File: src/core/rtc_bank_regs.vh
// register offsets, field positions, reset values and timing for the rtc bank
`ifndef RTC_BANK_REGS_VH
`define RTC_BANK_REGS_VH

// register offsets
`define OFS_SEC        7'h00
`define OFS_SEC_ALM    7'h01
`define OFS_MIN        7'h02
`define OFS_MIN_ALM    7'h03
`define OFS_HR         7'h04
`define OFS_HR_ALM     7'h05
`define OFS_WDAY       7'h06
`define OFS_DATE       7'h07
`define OFS_MON        7'h08
`define OFS_YEAR       7'h09
`define OFS_CTRL_A     7'h0A
`define OFS_CTRL_B     7'h0B
`define OFS_FLAGS      7'h0C
`define OFS_STATUS     7'h0D
`define OFS_CENTURY    7'h32

// mode_enable_control fields
`define B_SET          7
`define B_PIE          6
`define B_AIE          5
`define B_UIE          4
`define B_WAVE         3
`define B_ENC          2
`define B_H24          1
`define B_DSE          0

// divider control patterns
`define DV_RUN         3'b010
`define DV_OFF         3'b000

// reset values
`define RST_CTRL_A     7'h00
`define RST_CTRL_B     8'h00
`define RST_TIME       8'h00
`define RST_ONE        8'h01

// timing and alarm don't-care code
`define OSC_HZ         32'd32768
`define DIV_START_HALF 15'h4000
`define UIP_LEAD_TICKS 15'h0008
`define DONT_CARE      2'b11

`endif

File: src/core/rtc_time_calendar_alarm_bank.v
// time, calendar and alarm register bank with byte port and second counter
`timescale 1ns/1ps
// Behaviour
// RULE1: after supply returns with clock running, refuse bus access for recovery time
// RULE2: if oscillator off at supply return, turn it on, allow access at once
// RULE3: all ten time and alarm bytes share one encoding, binary or decimal
// RULE4: weekday advances at midnight through 1..7, 1 is Sunday
// RULE5: date rolls at true month end, short months and leap February included
// RULE6: software sets update inhibit before writing, clears it after encoding bit
// RULE7: software writes bytes in chosen encoding; device updates in that encoding
// RULE8: software reinitialises time after encoding change, hours after format change
// RULE9: in 12-hour format bit 7 of hour bytes means PM when set
// RULE10: bytes always accessible; once a second advance time and test alarm
// RULE11: reads during an update may be inconsistent; software must cope
// RULE12: matching hour, minute, second alarm raises alarm flag daily
// RULE13: alarm byte with two top bits set matches any value
// RULE14: don't-care bytes give hourly, per-minute or per-second alarms
// RULE15: software writes reserved zero bits as zero for fixed alarms
// RULE16: all 128 bytes read/write except flags, status, busy bit, seconds top
// RULE17: decimal mode places ten bytes at 00..09 with decimal ranges
// RULE18: binary mode holds the same ten bytes as plain binary values
// RULE19: device may clear reserved zero bits on update, not in seconds
// RULE20: invalid written time values give undefined counting
// RULE21: century variant keeps decimal century at 32H, else plain memory
// RULE22: only divider pattern 010 counts; 11x holds chain; first update 500ms
// RULE23: update inhibit at 1 suppresses updates; at 0 counts advance per second
// RULE24: encoding bit 1 means binary, 0 decimal; device never changes it
// RULE25: format bit 1 means 24-hour, 0 means 12-hour
// RULE26: one-second tick from last stage of 32.768kHz binary divider
`include "rtc_bank_regs.vh"

module rtc_time_calendar_alarm_bank
#(
  parameter CLK_HZ      = 250000000,
  parameter REC_TIME_MS = 200,
  parameter REC_CYCLES  = REC_TIME_MS * (CLK_HZ / 1000),
  parameter HAS_CENTURY = 1
)
(
  // clock and reset
  input  wire       sys_clk,
  input  wire       rst_n,
  // supply and backup status pins
  input  wire       vcc_ok,
  input  wire       batt_ok,
  // byte register port
  input  wire [6:0] bus_addr,
  input  wire       bus_wr,
  input  wire       bus_rd,
  input  wire [7:0] bus_wdata,
  output reg  [7:0] bus_rdata_r,
  output reg        bus_ready_r,
  // status
  output reg        irq_flag_r,
  output reg        second_tick_r
);

  // ==========================================================
  // helper functions
  function [7:0] to_bin;
    input [7:0] v;
    input       bin;
    begin
      to_bin = bin ? v : ({4'h0, v[7:4]} * 8'd10 + {4'h0, v[3:0]});
    end
  endfunction

  function [7:0] from_bin;
    input [7:0] b;
    input       bin;
    reg   [7:0] q;
    reg   [7:0] r;
    begin
      q = b / 8'd10;
      r = b - q * 8'd10;
      from_bin = bin ? b : {q[3:0], r[3:0]};
    end
  endfunction

  // RULE13: don't-care code
  function alarm_hit;
    input [7:0] alm;
    input [7:0] cur;
    begin
      alarm_hit = (alm[7:6] == `DONT_CARE) || (alm == cur);
    end
  endfunction

  // ==========================================================
  // storage
  reg  [7:0] sec_r, sec_alm_r, min_r, min_alm_r, hr_r, hr_alm_r;
  reg  [7:0] wday_r, date_r, mon_r, year_r, cent_r;
  reg  [6:0] ctrl_a_r;
  reg  [7:0] ctrl_b_r;
  reg        pf_r, af_r, uf_r, uip_r;
  reg  [7:0] ram [0:127];

  // ==========================================================
  // pin synchronisers
  reg  [1:0] vcc_sync_r;
  reg  [1:0] batt_sync_r;
  reg        vcc_prev_r;

  always @(posedge sys_clk or negedge rst_n)
    if (!rst_n)
    begin
      vcc_sync_r  <= 2'b00;
      batt_sync_r <= 2'b00;
      vcc_prev_r  <= 1'b0;
    end
    else
    begin
      vcc_sync_r  <= {vcc_sync_r[0], vcc_ok};
      batt_sync_r <= {batt_sync_r[0], batt_ok};
      vcc_prev_r  <= vcc_sync_r[1];
    end

  wire vcc_up   = vcc_sync_r[1];
  wire vcc_rise = vcc_up & ~vcc_prev_r;

  // ==========================================================
  // power-up recovery
  wire [2:0] dv        = ctrl_a_r[6:4];
  wire       osc_run   = (dv == `DV_RUN);
  wire       chain_hold = (dv[2:1] == 2'b11);
  wire       osc_on    = osc_run | chain_hold;
  reg [31:0] rec_cnt_r;
  // rise cycle itself is refused, else one access slips in
  wire       bus_ok    = vcc_up && (rec_cnt_r == 32'h0000_0000) &&
                         !(vcc_rise && osc_run);

  always @(posedge sys_clk or negedge rst_n)
    if (!rst_n)
      rec_cnt_r <= 32'h0000_0000;
    else if (!vcc_up)
      rec_cnt_r <= 32'h0000_0000;
    // RULE1: recovery wait
    else if (vcc_rise && osc_run)
      rec_cnt_r <= REC_CYCLES;
    else if (rec_cnt_r != 32'h0000_0000)
      rec_cnt_r <= rec_cnt_r - 32'h0000_0001;

  // ==========================================================
  // 32.768khz enable and 15-stage divider
  // fractional accumulator keeps long-term rate exact at any sys_clk of 32768 Hz or more
  reg  [31:0] frac_r;
  wire [31:0] frac_sum = frac_r + `OSC_HZ;
  wire        osc_tick = osc_on && (frac_sum >= CLK_HZ);
  reg  [14:0] div_r;
  wire        set_bit  = ctrl_b_r[`B_SET];
  // RULE26: last stage overflow
  wire        sec_wrap = osc_tick && osc_run && (div_r == 15'h7FFF);
  // RULE23: inhibit blocks transfer
  wire        upd      = sec_wrap && !set_bit;

  always @(posedge sys_clk or negedge rst_n)
    if (!rst_n)
    begin
      frac_r <= 32'h0000_0000;
      div_r  <= `DIV_START_HALF;
      uip_r  <= 1'b0;
    end
    else
    begin
      if (osc_on)
        frac_r <= osc_tick ? frac_sum - CLK_HZ : frac_sum;
      // RULE22: held chain restarts half way
      if (!osc_run)
        div_r <= `DIV_START_HALF;
      else if (osc_tick)
        div_r <= div_r + 15'h0001;
      // RULE11: busy flag before update
      uip_r <= osc_run && !set_bit &&
               (div_r >= (15'h7FFF - `UIP_LEAD_TICKS));
    end

  // ==========================================================
  // next time values
  // RULE7: updates follow encoding
  wire       bin = ctrl_b_r[`B_ENC];
  // RULE25: format bit picks 24h
  wire       h24 = ctrl_b_r[`B_H24];
  reg  [7:0] s_b, m_b, h_b, d_b, mo_b, y_b, c_b, dim;
  reg  [7:0] sec_nxt, min_nxt, hr_nxt, wday_nxt, date_nxt;
  reg  [7:0] mon_nxt, year_nxt, cent_nxt;
  reg        c_min, c_hr, c_day, c_mon, c_year, pm_nxt;

  always @*
  begin
    // RULE3: one encoding for the ten time and alarm bytes; century always decimal
    // RULE24: encoding bit picks binary
    s_b  = to_bin({1'b0, sec_r[6:0]}, bin);
    m_b  = to_bin(min_r, bin);
    h_b  = to_bin({1'b0, hr_r[6:0]}, bin);
    d_b  = to_bin(date_r, bin);
    mo_b = to_bin(mon_r, bin);
    y_b  = to_bin(year_r, bin);
    c_b  = to_bin(cent_r, 1'b0);
    c_min = (s_b == 8'd59);
    c_hr  = c_min && (m_b == 8'd59);
    pm_nxt = hr_r[7];
    c_day = 1'b0;
    if (h24)
    begin
      c_day = c_hr && (h_b == 8'd23);
      hr_nxt = from_bin(c_day ? 8'd0 : h_b + {7'h00, c_hr}, bin);
    end
    else
    begin
      // RULE9: pm bit in 12-hour mode
      if (c_hr && h_b == 8'd11)
      begin
        pm_nxt = ~hr_r[7];
        c_day  = hr_r[7];
      end
      hr_nxt = from_bin((c_hr && h_b == 8'd12) ? 8'd1 :
                        h_b + {7'h00, c_hr}, bin);
      hr_nxt = {pm_nxt, hr_nxt[6:0]};
    end
    // RULE5: month length with leap years
    case (mo_b)
      8'd2:    dim = (y_b[1:0] == 2'b00) ? 8'd29 : 8'd28;
      8'd4,
      8'd6,
      8'd9,
      8'd11:   dim = 8'd30;
      default: dim = 8'd31;
    endcase
    c_mon  = c_day && (d_b >= dim);
    c_year = c_mon && (mo_b == 8'd12);
    // RULE19: reserved bits rewritten as zero
    sec_nxt  = from_bin(c_min ? 8'd0 : s_b + 8'd1, bin);
    min_nxt  = from_bin(c_hr ? 8'd0 : (c_min ? m_b + 8'd1 : m_b), bin);
    // RULE4: weekday 1..7
    wday_nxt = c_day ? ((wday_r[2:0] == 3'd7) ? 8'h01 :
                       {5'h00, wday_r[2:0] + 3'd1}) : wday_r;
    date_nxt = from_bin(c_mon ? 8'd1 : d_b + {7'h00, c_day}, bin);
    mon_nxt  = from_bin(c_year ? 8'd1 : mo_b + {7'h00, c_mon}, bin);
    year_nxt = from_bin((c_year && y_b == 8'd99) ? 8'd0 :
                        y_b + {7'h00, c_year}, bin);
    // RULE21: decimal century counter
    cent_nxt = from_bin((c_year && y_b == 8'd99) ?
                        ((c_b == 8'd99) ? 8'd0 : c_b + 8'd1) : c_b, 1'b0);
  end

  // RULE12: alarm test on new time
  // RULE14: masked bytes widen match
  wire alarm_now = alarm_hit(sec_alm_r, sec_nxt) &&
                   alarm_hit(min_alm_r, min_nxt) &&
                   alarm_hit(hr_alm_r, hr_nxt);

  // ==========================================================
  // register writes and second update
  wire wr_ok   = bus_wr && bus_ok;
  wire rd_ok   = bus_rd && bus_ok;
  wire rd_flag = rd_ok && (bus_addr == `OFS_FLAGS);
  wire cent_hw = (HAS_CENTURY != 0);

  always @(posedge sys_clk or negedge rst_n)
    if (!rst_n)
    begin
      sec_r <= `RST_TIME;  sec_alm_r <= `RST_TIME;
      min_r <= `RST_TIME;  min_alm_r <= `RST_TIME;
      hr_r  <= `RST_TIME;  hr_alm_r  <= `RST_TIME;
      wday_r <= `RST_ONE;  date_r    <= `RST_ONE;
      mon_r  <= `RST_ONE;  year_r    <= `RST_TIME;
      cent_r <= `RST_TIME;
      ctrl_a_r <= `RST_CTRL_A;
      ctrl_b_r <= `RST_CTRL_B;
      pf_r <= 1'b0;
      af_r <= 1'b0;
      uf_r <= 1'b0;
    end
    else
    begin
      // RULE10: whole set advances in one cycle
      if (upd)
      begin
        sec_r  <= sec_nxt;
        min_r  <= min_nxt;
        hr_r   <= hr_nxt;
        wday_r <= wday_nxt;
        date_r <= date_nxt;
        mon_r  <= mon_nxt;
        year_r <= year_nxt;
        cent_r <= cent_nxt;
      end
      // RULE2: power-up turns oscillator on
      if (vcc_rise && !osc_on)
        ctrl_a_r[6:4] <= `DV_RUN;
      // RULE16: read-only bytes and bits
      if (wr_ok)
        // RULE20: written values unchecked
        case (bus_addr)
          `OFS_SEC:     sec_r     <= {1'b0, bus_wdata[6:0]};
          `OFS_SEC_ALM: sec_alm_r <= bus_wdata;
          `OFS_MIN:     min_r     <= bus_wdata;
          `OFS_MIN_ALM: min_alm_r <= bus_wdata;
          `OFS_HR:      hr_r      <= bus_wdata;
          `OFS_HR_ALM:  hr_alm_r  <= bus_wdata;
          `OFS_WDAY:    wday_r    <= bus_wdata;
          `OFS_DATE:    date_r    <= bus_wdata;
          `OFS_MON:     mon_r     <= bus_wdata;
          `OFS_YEAR:    year_r    <= bus_wdata;
          `OFS_CTRL_A:  ctrl_a_r  <= bus_wdata[6:0];
          `OFS_CTRL_B:
          begin
            ctrl_b_r <= bus_wdata;
            // any write with inhibit set also drops update-end enable
            if (bus_wdata[`B_SET])
              ctrl_b_r[`B_UIE] <= 1'b0;
          end
          `OFS_CENTURY: cent_r    <= bus_wdata;
          default:      ;
        endcase
      // flag read clears; a same-cycle event wins
      if (rd_flag)
      begin
        pf_r <= 1'b0;
        af_r <= 1'b0;
        uf_r <= 1'b0;
      end
      if (upd)
      begin
        uf_r <= 1'b1;
        if (alarm_now)
          af_r <= 1'b1;
      end
    end

  // general-purpose memory; time bytes shadow their slots
  always @(posedge sys_clk)
    if (wr_ok)
      ram[bus_addr] <= bus_wdata;

  // ==========================================================
  // read mux
  wire       any_irq_flag = (pf_r & ctrl_b_r[`B_PIE]) | (af_r & ctrl_b_r[`B_AIE]) |
                    (uf_r & ctrl_b_r[`B_UIE]);
  reg  [7:0] rd_mux;

  // RULE17: decimal layout at 00..09
  // RULE18: binary layout same slots
  always @*
  begin
    case (bus_addr)
      `OFS_SEC:     rd_mux = {1'b0, sec_r[6:0]};
      `OFS_SEC_ALM: rd_mux = sec_alm_r;
      `OFS_MIN:     rd_mux = min_r;
      `OFS_MIN_ALM: rd_mux = min_alm_r;
      `OFS_HR:      rd_mux = hr_r;
      `OFS_HR_ALM:  rd_mux = hr_alm_r;
      `OFS_WDAY:    rd_mux = wday_r;
      `OFS_DATE:    rd_mux = date_r;
      `OFS_MON:     rd_mux = mon_r;
      `OFS_YEAR:    rd_mux = year_r;
      `OFS_CTRL_A:  rd_mux = {uip_r, ctrl_a_r};
      `OFS_CTRL_B:  rd_mux = ctrl_b_r;
      `OFS_FLAGS:   rd_mux = {any_irq_flag, pf_r, af_r, uf_r, 4'h0};
      `OFS_STATUS:  rd_mux = {batt_sync_r[1], 7'h00};
      `OFS_CENTURY: rd_mux = cent_hw ? cent_r : ram[bus_addr];
      default:      rd_mux = ram[bus_addr];
    endcase
  end

  // ==========================================================
  // registered outputs
  always @(posedge sys_clk or negedge rst_n)
    if (!rst_n)
    begin
      bus_rdata_r   <= 8'h00;
      bus_ready_r   <= 1'b0;
      irq_flag_r    <= 1'b0;
      second_tick_r <= 1'b0;
    end
    else
    begin
      // refused reads return zero
      bus_rdata_r   <= rd_ok ? rd_mux : 8'h00;
      bus_ready_r   <= bus_ok;
      irq_flag_r    <= any_irq_flag;
      second_tick_r <= upd;
    end

endmodule // rtc_time_calendar_alarm_bank

File: config.mk
export PLATFORM = sky130hd
export DESIGN_NAME = rtc_time_calendar_alarm_bank
export DESIGN_NICKNAME = d
export VERILOG_FILES = /design/src/core/rtc_time_calendar_alarm_bank.v
export VERILOG_INCLUDE_DIRS = /design/src /design/src/core
export SDC_FILE = /design/constraint.sdc
export NUM_CORES = 2
export LEC_CHECK = 0
export ABC_CLOCK_PERIOD_IN_PS = 19700
export BUFFER_PORTS_ARGS = -buffer_cell sky130_fd_sc_hd__buf_2
export CAP_MARGIN = 25
export CORE_ASPECT_RATIO = 1.2
export CORE_UTILIZATION = 51
export CTS_CLUSTER_SIZE = 20
export DETAILED_ROUTE_END_ITERATION = 6
export GPL_TIMING_DRIVEN = 0
export PLACE_DENSITY = 0.66
export SKIP_CTS_REPAIR_TIMING = 1
export SLEW_MARGIN = 20
export SYNTH_ARGS = -nofsm -noshare
export SYNTH_HDL_FRONTEND = slang
export SYNTH_SLANG_ARGS = --single-unit
File: constraint.sdc
create_clock -name sys_clk -period 19.7 [get_ports sys_clk]
set_input_delay 0.985 -clock sys_clk [delete_from_list [all_inputs] [get_ports sys_clk]]
set_output_delay 0.985 -clock sys_clk [all_outputs]
set_load 0.01 [all_outputs]
== Word level (Yosys, flattened, before mapping) ==
Memories as Yosys holds them, arrays and structs flattened.
Index checks and enable logic that the tools add are counted.
Storage, ports and cells
  bits in writable memories: 1024
  output and inout port bits: 11
  bits in latches: 0
  bits in read-only memories: 0
  register bits: 201
  word-level logic and storage cells: 240
  memories kept: 1
Operators by class
  equality and inequality tests: 39
  bitwise operators: 7
  shift operators: 0
  magnitude comparators: 3
  add/sub/neg operators: 27
  muxes and demuxes: 74
  reductions and logical operators: 39
  $mul: 15
  div/mod/pow operators: 8
Memory list
  ram: depth 128, width 8, rd ports 1, clocked after memory_dff 0, wr ports 1, line rtc_time_calendar_alarm_bank.v:96  | reg [7:0] ram [0:127];
Operator list (count)
  8-bit two-way mux: 49
  32-bit two-way mux: 4
  8-bit one-hot mux with 15 select lines: 1
  8-bit by 4-bit divider with 8-bit output, second input constant: 8
  8-bit by 3-bit multiplier with 3-bit output, second input constant: 8
  7-bit by 4-bit == test with 1-bit output, second input constant: 6
  8-bit by 4-bit adder with 8-bit output: 5
  8-bit by 4-bit == test with 1-bit output, second input constant: 5
  4-bit by 3-bit multiplier with 7-bit output, second input constant: 5
  32-bit by 16-bit adder with 32-bit output, second input constant: 1
  8-bit by 1-bit adder with 8-bit output: 4
  32-bit by 28-bit >= comparator with 1-bit output, second input constant: 1
  32-bit zero test: 1
  32-bit nonzero test: 1
  32-bit by 1-bit subtractor with 32-bit output, second input constant: 1
  32-bit by 28-bit subtractor with 32-bit output, second input constant: 1
  4-bit subtractor: 8
  15-bit two-way mux: 2
  7-bit by 3-bit == test with 1-bit output, second input constant: 4
  8-bit by 1-bit adder with 8-bit output, second input constant: 3
  8-bit == test: 3
  1-bit logical AND: 22
  7-bit two-way mux: 3
  7-bit by 4-bit adder with 8-bit output: 2
  other kinds (32): 64

== Longest topological paths before layout ==
  depth in word-level cells: 19
  mapped depth: 44
  mapped depth without buffers: 41

== Least setup slack after synthesis ==
Ideal clock, no wire load.
  kind: register to register
  from: register min_r[5]
  to: register mon_r[2]
  buffers on the path: 3
  slack: 11.143 ns
  library setup time: 0.150 ns
  cell stages (with the launch flop): 40
  required time: 19.550 ns
  data arrival time: 8.407 ns
  clock period less this slack: 8.557 ns
  cell sequence: dfrtp_1 ha_1 ha_1 fa_1 o211ai_1 nor4_2 nor3_1 or3_1 buf_6 nor4_1 ha_1 nand2_1 o41a_4 inv_2 buf_4 nand2_1 inv_1 buf_2 (+4 left out) nor2_1 nand2_1 o21ai_0 a22oi_1 nor2_1 nor3_1 ha_1 o21ai_0 o32a_1 a2111oi_0 nor4_4 ha_1 inv_1 fa_1 a21oi_1 nor2_1 a21oi_1 o21ai_0
On the way
  longest elaborated chain between the ends: 18
  elaborated cells between the ends (all ways): 20
RTL lines
  from (decl): line rtc_time_calendar_alarm_bank.v:91  | reg [7:0] sec_r, sec_alm_r, min_r, min_alm_r, hr_r, hr_alm_r;
  from (signal assigned): line rtc_time_calendar_alarm_bank.v:263  | min_r <= `RST_TIME; min_alm_r <= `RST_TIME;
  from (signal assigned): line rtc_time_calendar_alarm_bank.v:280  | min_r <= min_nxt;
  from (signal assigned): line rtc_time_calendar_alarm_bank.v:297  | `OFS_MIN: min_r <= bus_wdata;
  4-bit by 3-bit multiplier with 7-bit output: line rtc_time_calendar_alarm_bank.v:64  | to_bin = bin ? v : ({4'h0, v[7:4]} * 8'd10 + {4'h0, v[3:0]});
  8-bit by 4-bit adder with 8-bit output: line rtc_time_calendar_alarm_bank.v:64
  8-bit two-way mux (*): line rtc_time_calendar_alarm_bank.v:64
  8-bit by 6-bit == test with 1-bit output (*): line rtc_time_calendar_alarm_bank.v:200  | c_hr = c_min && (m_b == 8'd59);
  1-bit logical AND (*): line rtc_time_calendar_alarm_bank.v:200
  1-bit logical AND: line rtc_time_calendar_alarm_bank.v:211  | if (c_hr && h_b == 8'd11)
  1-bit two-way mux: line rtc_time_calendar_alarm_bank.v:211
  1-bit two-way mux (*): line rtc_time_calendar_alarm_bank.v:203  | if (h24)
  (+2 left out)
  8-bit two-way mux (*): line rtc_time_calendar_alarm_bank.v:238  | mon_nxt = from_bin(c_year ? 8'd1 : mo_b + {7'h00, c_mon}, bin);
  8-bit by 4-bit divider with 8-bit output: line rtc_time_calendar_alarm_bank.v:74  | q = b / 8'd10;
  8-bit by 3-bit multiplier with 3-bit output: line rtc_time_calendar_alarm_bank.v:75  | r = b - q * 8'd10;
  4-bit subtractor: line rtc_time_calendar_alarm_bank.v:75
  8-bit two-way mux (*): line rtc_time_calendar_alarm_bank.v:76  | from_bin = bin ? b : {q[3:0], r[3:0]};
  8-bit two-way mux (*): line rtc_time_calendar_alarm_bank.v:277  | if (upd)
  8-bit two-way mux: line rtc_time_calendar_alarm_bank.v:294  | case (bus_addr)
  8-bit two-way mux (*): line rtc_time_calendar_alarm_bank.v:292  | if (wr_ok)
  to (signal assigned): line rtc_time_calendar_alarm_bank.v:266  | mon_r <= `RST_ONE; year_r <= `RST_TIME;
  to (signal assigned): line rtc_time_calendar_alarm_bank.v:284  | mon_r <= mon_nxt;
  to (signal assigned): line rtc_time_calendar_alarm_bank.v:303  | `OFS_MON: mon_r <= bus_wdata;
  to (decl): line rtc_time_calendar_alarm_bank.v:92  | reg [7:0] wday_r, date_r, mon_r, year_r, cent_r;
Every way passes the cells marked *; elsewhere a longest branch is shown, timed or not.
A chain may end at the register's enable or synchronous reset.

== Final worst setup path ==
  from: register mon_r[7]
  to: register mon_r[3]
On the way
  longest elaborated chain between the ends: 17
  elaborated cells between the ends (all ways): 23
RTL lines
  4-bit by 3-bit multiplier with 7-bit output: line rtc_time_calendar_alarm_bank.v:64
  8-bit by 4-bit adder with 8-bit output: line rtc_time_calendar_alarm_bank.v:64
  8-bit two-way mux (*): line rtc_time_calendar_alarm_bank.v:64
  8-bit by 3-bit == test with 1-bit output or 8-bit by 4-bit == test with 1-bit output (tied branches): line rtc_time_calendar_alarm_bank.v:221  | case (mo_b)
  4-bit OR reduction: line rtc_time_calendar_alarm_bank.v:221
  2-bit one-hot mux with 2 select lines: line rtc_time_calendar_alarm_bank.v:221
  8-bit >= comparator: line rtc_time_calendar_alarm_bank.v:229  | c_mon = c_day && (d_b >= dim);
  1-bit logical AND: line rtc_time_calendar_alarm_bank.v:229
  8-bit by 1-bit adder with 8-bit output or 1-bit logical AND (tied branches): line rtc_time_calendar_alarm_bank.v:238, rtc_time_calendar_alarm_bank.v:230
  8-bit two-way mux (*): line rtc_time_calendar_alarm_bank.v:238
  8-bit by 4-bit divider with 8-bit output: line rtc_time_calendar_alarm_bank.v:74
  8-bit by 3-bit multiplier with 3-bit output: line rtc_time_calendar_alarm_bank.v:75
  4-bit subtractor: line rtc_time_calendar_alarm_bank.v:75
  8-bit two-way mux (*): line rtc_time_calendar_alarm_bank.v:76
  8-bit two-way mux (*): line rtc_time_calendar_alarm_bank.v:277
  8-bit two-way mux: line rtc_time_calendar_alarm_bank.v:294
  8-bit two-way mux (*): line rtc_time_calendar_alarm_bank.v:292
Marked as above.

==> results by stage <==
Run status:
- The run finished with clean final reports.

Power and ir drop:
- The worst vdd rail ir drop is 0.0824 mV.
- The analysis attributes to cell leakage a power of 21.6 nW.
- For this design the ratio of total power to cell area is 93.5 nW/um2.
- Internal power comes to 4.46 mW.
- The part of the total power dissipated in the clock network is 0.373.
- Of the total power, combinational logic draws 0.150.
- Of the total power, the share spent switching nets is 0.265.
- The design draws 6.07 mW.
- Of the total power, registers draw 0.477.
- The analysis attributes to net switching a power of 1.61 mW.

Synthesis:
- Of the synthesized area, sequential elements account for 0.610.
- The number of distinct library cells after synthesis is 112.
- Yosys mapped a number of flops with a built-in enable equal to 1024.
- The share of synthesized flip-flops with an asynchronous set or reset is 0.159.
- The most frequently used flop master after synthesis is sky130_fd_sc_hd__edfxtp_1.
- The average footprint of a synthesized cell is 14.7 um2.
- After synthesis the netlist holds a flip-flop and latch count of 1217.
- The cell count after synthesis came out at 3966.
- The number of warnings issued by yosys is 0.
- Synthesis produced a netlist with a net count of 4094.
- After synthesis the cells add up to 58400 um2.

GRT:
- Entering global routing, the biggest net connects 101 pins.
- The global-route track usage on met3 is 0.0503.
- The met2 global-route usage is 0.496.
- The met1 demand-to-capacity share in global routing is 0.389.
- The via count of the first global-routing pass is 36700.
- The first-pass GRT wire length is 255 mm.
- The leftover overflow at the end of global routing is 0.
- The number of antenna violations at the first check in global routing is 3.
- The busiest layer in global routing is met2.
- The global router's overall resource usage is 0.306.

Clocking:
- The tree built by TritonCTS fans out to 1217 sinks.
- In this run, CTS created clock tree buffers numbering 115.
- The clock reaches the later pin of the worst-skew pair after 0.74 ns.
- The number of buffers on the longest clock path is 3.
- CTS placed an instance of sky130_fd_sc_hd__clkbuf_16 at the clock tree root.
- The clock-pin slew reported for the worst setup and hold paths after clock tree synthesis is 0.07 ns.
- The clock tree from TritonCTS is done.
- The number of levels the H-tree was split into is 3.

Layout:
- Excluding fillers, the count of instances in the completed layout stands at 5753.
- The growth of design area from synthesis to finish is 11.2%.
- In the final layout, the share of cells above drive strength 1 is 0.187.
- The post-layout instance area is 64900 um2.
- The area taken by flip-flops and latches is 35600 um2.
- The area used by multi-input combinational logic is 21700 um2.
- The filler cells instantiated in the layout total 8898.
- At the end of the flow, the number of nets in the layout was 4269.
- Once layout is complete, the utilization of the core stands at 0.574.

Flow run:
- Across the run, the number of max-cap violations was 0.

Placement:
- The placed instances occupy a cell area of 61000 um2.
- The detailed-placement wirelength estimate is 122 mm.
- The routability congestion estimate from global placement is 0.970.
- The port buffer count is 28.
- The total instance count after detailed placement is 5526.

STA:
- The part of the cycle the worst path needs is 0.564.
- Between clock sinks in the finished design, the worst skew comes to 0.0472 ns.
- Setup repair after global routing left no endpoint under its margin.
- The time the worst path needs with I/O delays and setup is 11.11 ns.
- The setup-violating endpoint count in the final report is 0.
- Static timing analysis puts the maximum clock frequency at 90.0 MHz.
- The worst slew margin relative to its limit is 0.240.
- The actual slew at the worst max-slew pin is 1.13 ns.
- The final hold violation count is 0.
- The final-layout setup total negative slack is 0 ns.
- The number of max-slew violations in the final report is 0.

Min path:
- In this run the worst hold path is classified as input pin to async pin.

Setup path:
- The critical path start-end classification is flip-flop to flip-flop.
- The worst-path cell with the longest stage delay is sky130_fd_sc_hd__a2111oi_0.
- The endpoint arrival time on the critical path is 11.68 ns.
- Of all nets on the critical path, the largest fanout is 10.
- The cell seen most often among critical-path stages is sky130_fd_sc_hd__ha_1.
- Data on the critical path is required at its endpoint by 20.27 ns.
- The element type at the critical path end is a flip-flop.
- STA classifies the critical path startpoint as a flip-flop.
- In this design, the stage delay of the slowest critical-path cell is 0.79 ns.

Routing:
- The total wirelength of the detailed-routed design is 177 mm.
- The first detailed-routing pass ran for 6 iterations.
- The violation count after the first detailed-route iteration is 5387.
- Once detail routing completed, the nets flagged for antenna violations numbered 0.
- The routed via count divided by cell count is 6.62.
- The routed layout has 38100 vias.
- In the final routed layout, each cell accounts on average for 30.8 um.
- The count of unresolved DRC violations after routing is 0.

Die:
- The die extent in x is 311 um.
- Row generation in the floorplan step produced 135 rows.
- The area of the placeable core is 113000 um2.
- The top-level port count is 32.
- The die is 373 um tall.
- The die covers 116000 um2.
- The initial core utilization is 0.516.
final timing paths:
kind / slack [ns] / startpoint / end / cells after the start
worst max-delay path: 8.59 / mon_r[7] / mon_r[3] / 40
worst min register to register: 0.35 / vcc_sync_r[0] / vcc_sync_r[1] / 0
max in group asynchronous: 18.39 / rst_n / div_r[14] / 3
min in group sys_clk: 0.35 / vcc_ok / vcc_sync_r[0] / 1
worst min-delay path: 0.15 / rst_n / second_tick_r / 1
worst max register to register: 8.59 / mon_r[7] / mon_r[3] / 40
cells in the final DEF (no fill, tap or decap), drive strengths merged, types with 109 or more instances in the layout:
master  netlist  routed
nand2       273     273
dfrtp       189     189
mux4        338     338
o21ai       158     158
xnor2       109     109
buf          61     118
nor2        335     335
edfxtp     1024    1024
a21oi       157     157
clkbuf      149     302
through the flow:
step	setup slack [ns]	hold WS (ns)
finish	8.59	0.151
global route	7.91	0.151
CTS	8.73	0.126
detailed placement	8.84	0.339
global placement	8.91	0.332
floorplan	11.14	0.331
flip-flops by register name, summed over array words and instances, names as in the netlist, 15 cells and up:
signal     count
rec_cnt_r     32
ram         1024
frac_r        25
div_r         15
critical path: cells and delay by family (launching register included):
| kind | cells | cell delay (ns) |
|---|---|---|
| xor gates and xnor gates | 3 | 0.64 |
| DFF | 1 | 0.53 |
| and+or+nand+nor | 17 | 5.00 |
| buffers and inverters | 3 | 0.43 |
| adders and majority gates | 8 | 2.24 |
| AOI/OAI and AO/OA | 9 | 2.08 |
power groups by stage:
stage	Combinational (mW)	Sequential, mW	Clock [mW]
final	0.913	2.89	2.26
after global routing	0.986	2.90	2.37
after CTS	0.902	2.89	2.28
after detailed placement	0.897	2.95	0
after global placement	0.878	2.95	0
after floorplan	0.618	2.93	0
area by class of cell:
class                           instances  share of cell area
Antenna cell                            2           0.0000771
Buffer                                210              0.0145
Clock buffer                          152              0.0490
Clock inverter                         68              0.0104
Inverter                               57             0.00330
Multi-Input combinational cell       2482               0.335
Sequential cell                      1217               0.548
Tap cell                             1507              0.0290
Timing Repair Buffer                   58              0.0106
cells in the mapped netlist, types with 35 or more instances:
master                     instances  area share
sky130_fd_sc_hd__a21oi_1         157       0.013
sky130_fd_sc_hd__buf_1            41      0.0026
sky130_fd_sc_hd__clkbuf_1        149      0.0096
sky130_fd_sc_hd__dfrtp_1         189       0.081
sky130_fd_sc_hd__edfxtp_1       1024        0.53
sky130_fd_sc_hd__ha_1             88       0.019
sky130_fd_sc_hd__inv_1            53      0.0034
sky130_fd_sc_hd__mux2_2           65       0.013
sky130_fd_sc_hd__mux2i_1          50      0.0086
sky130_fd_sc_hd__mux4_2          338        0.13
sky130_fd_sc_hd__nand2_1         273       0.018
sky130_fd_sc_hd__nand3_1          87      0.0075
sky130_fd_sc_hd__nand4_1          43      0.0046
sky130_fd_sc_hd__nor2_1          333       0.021
sky130_fd_sc_hd__nor3_1           77      0.0066
sky130_fd_sc_hd__nor4_1           35      0.0038
sky130_fd_sc_hd__o21ai_0         150       0.013
sky130_fd_sc_hd__or3_1            37      0.0040
sky130_fd_sc_hd__xnor2_1         109       0.016
sky130_fd_sc_hd__xor2_1           55      0.0083
cell families after synthesis:
group,count (synthesis),synth area share
AND/OR/NAND/NOR,1073,0.0886
AO/OA/AOI/OAI,678,0.0798
XOR/XNOR,166,0.0254
buffers and inverters,267,0.0185
multiplexers,454,0.152
flip-flops,1217,0.610
adder cells (fa/ha/maj),111,0.0261
layer usage:
layer,up-vias,wire (um)
li1,16100,-
met5,-,0
met3,455,15300
met1,19400,65100
met4,0,12300
met2,2060,84400
No activity file was read; power rests on OpenSTA's default activity.
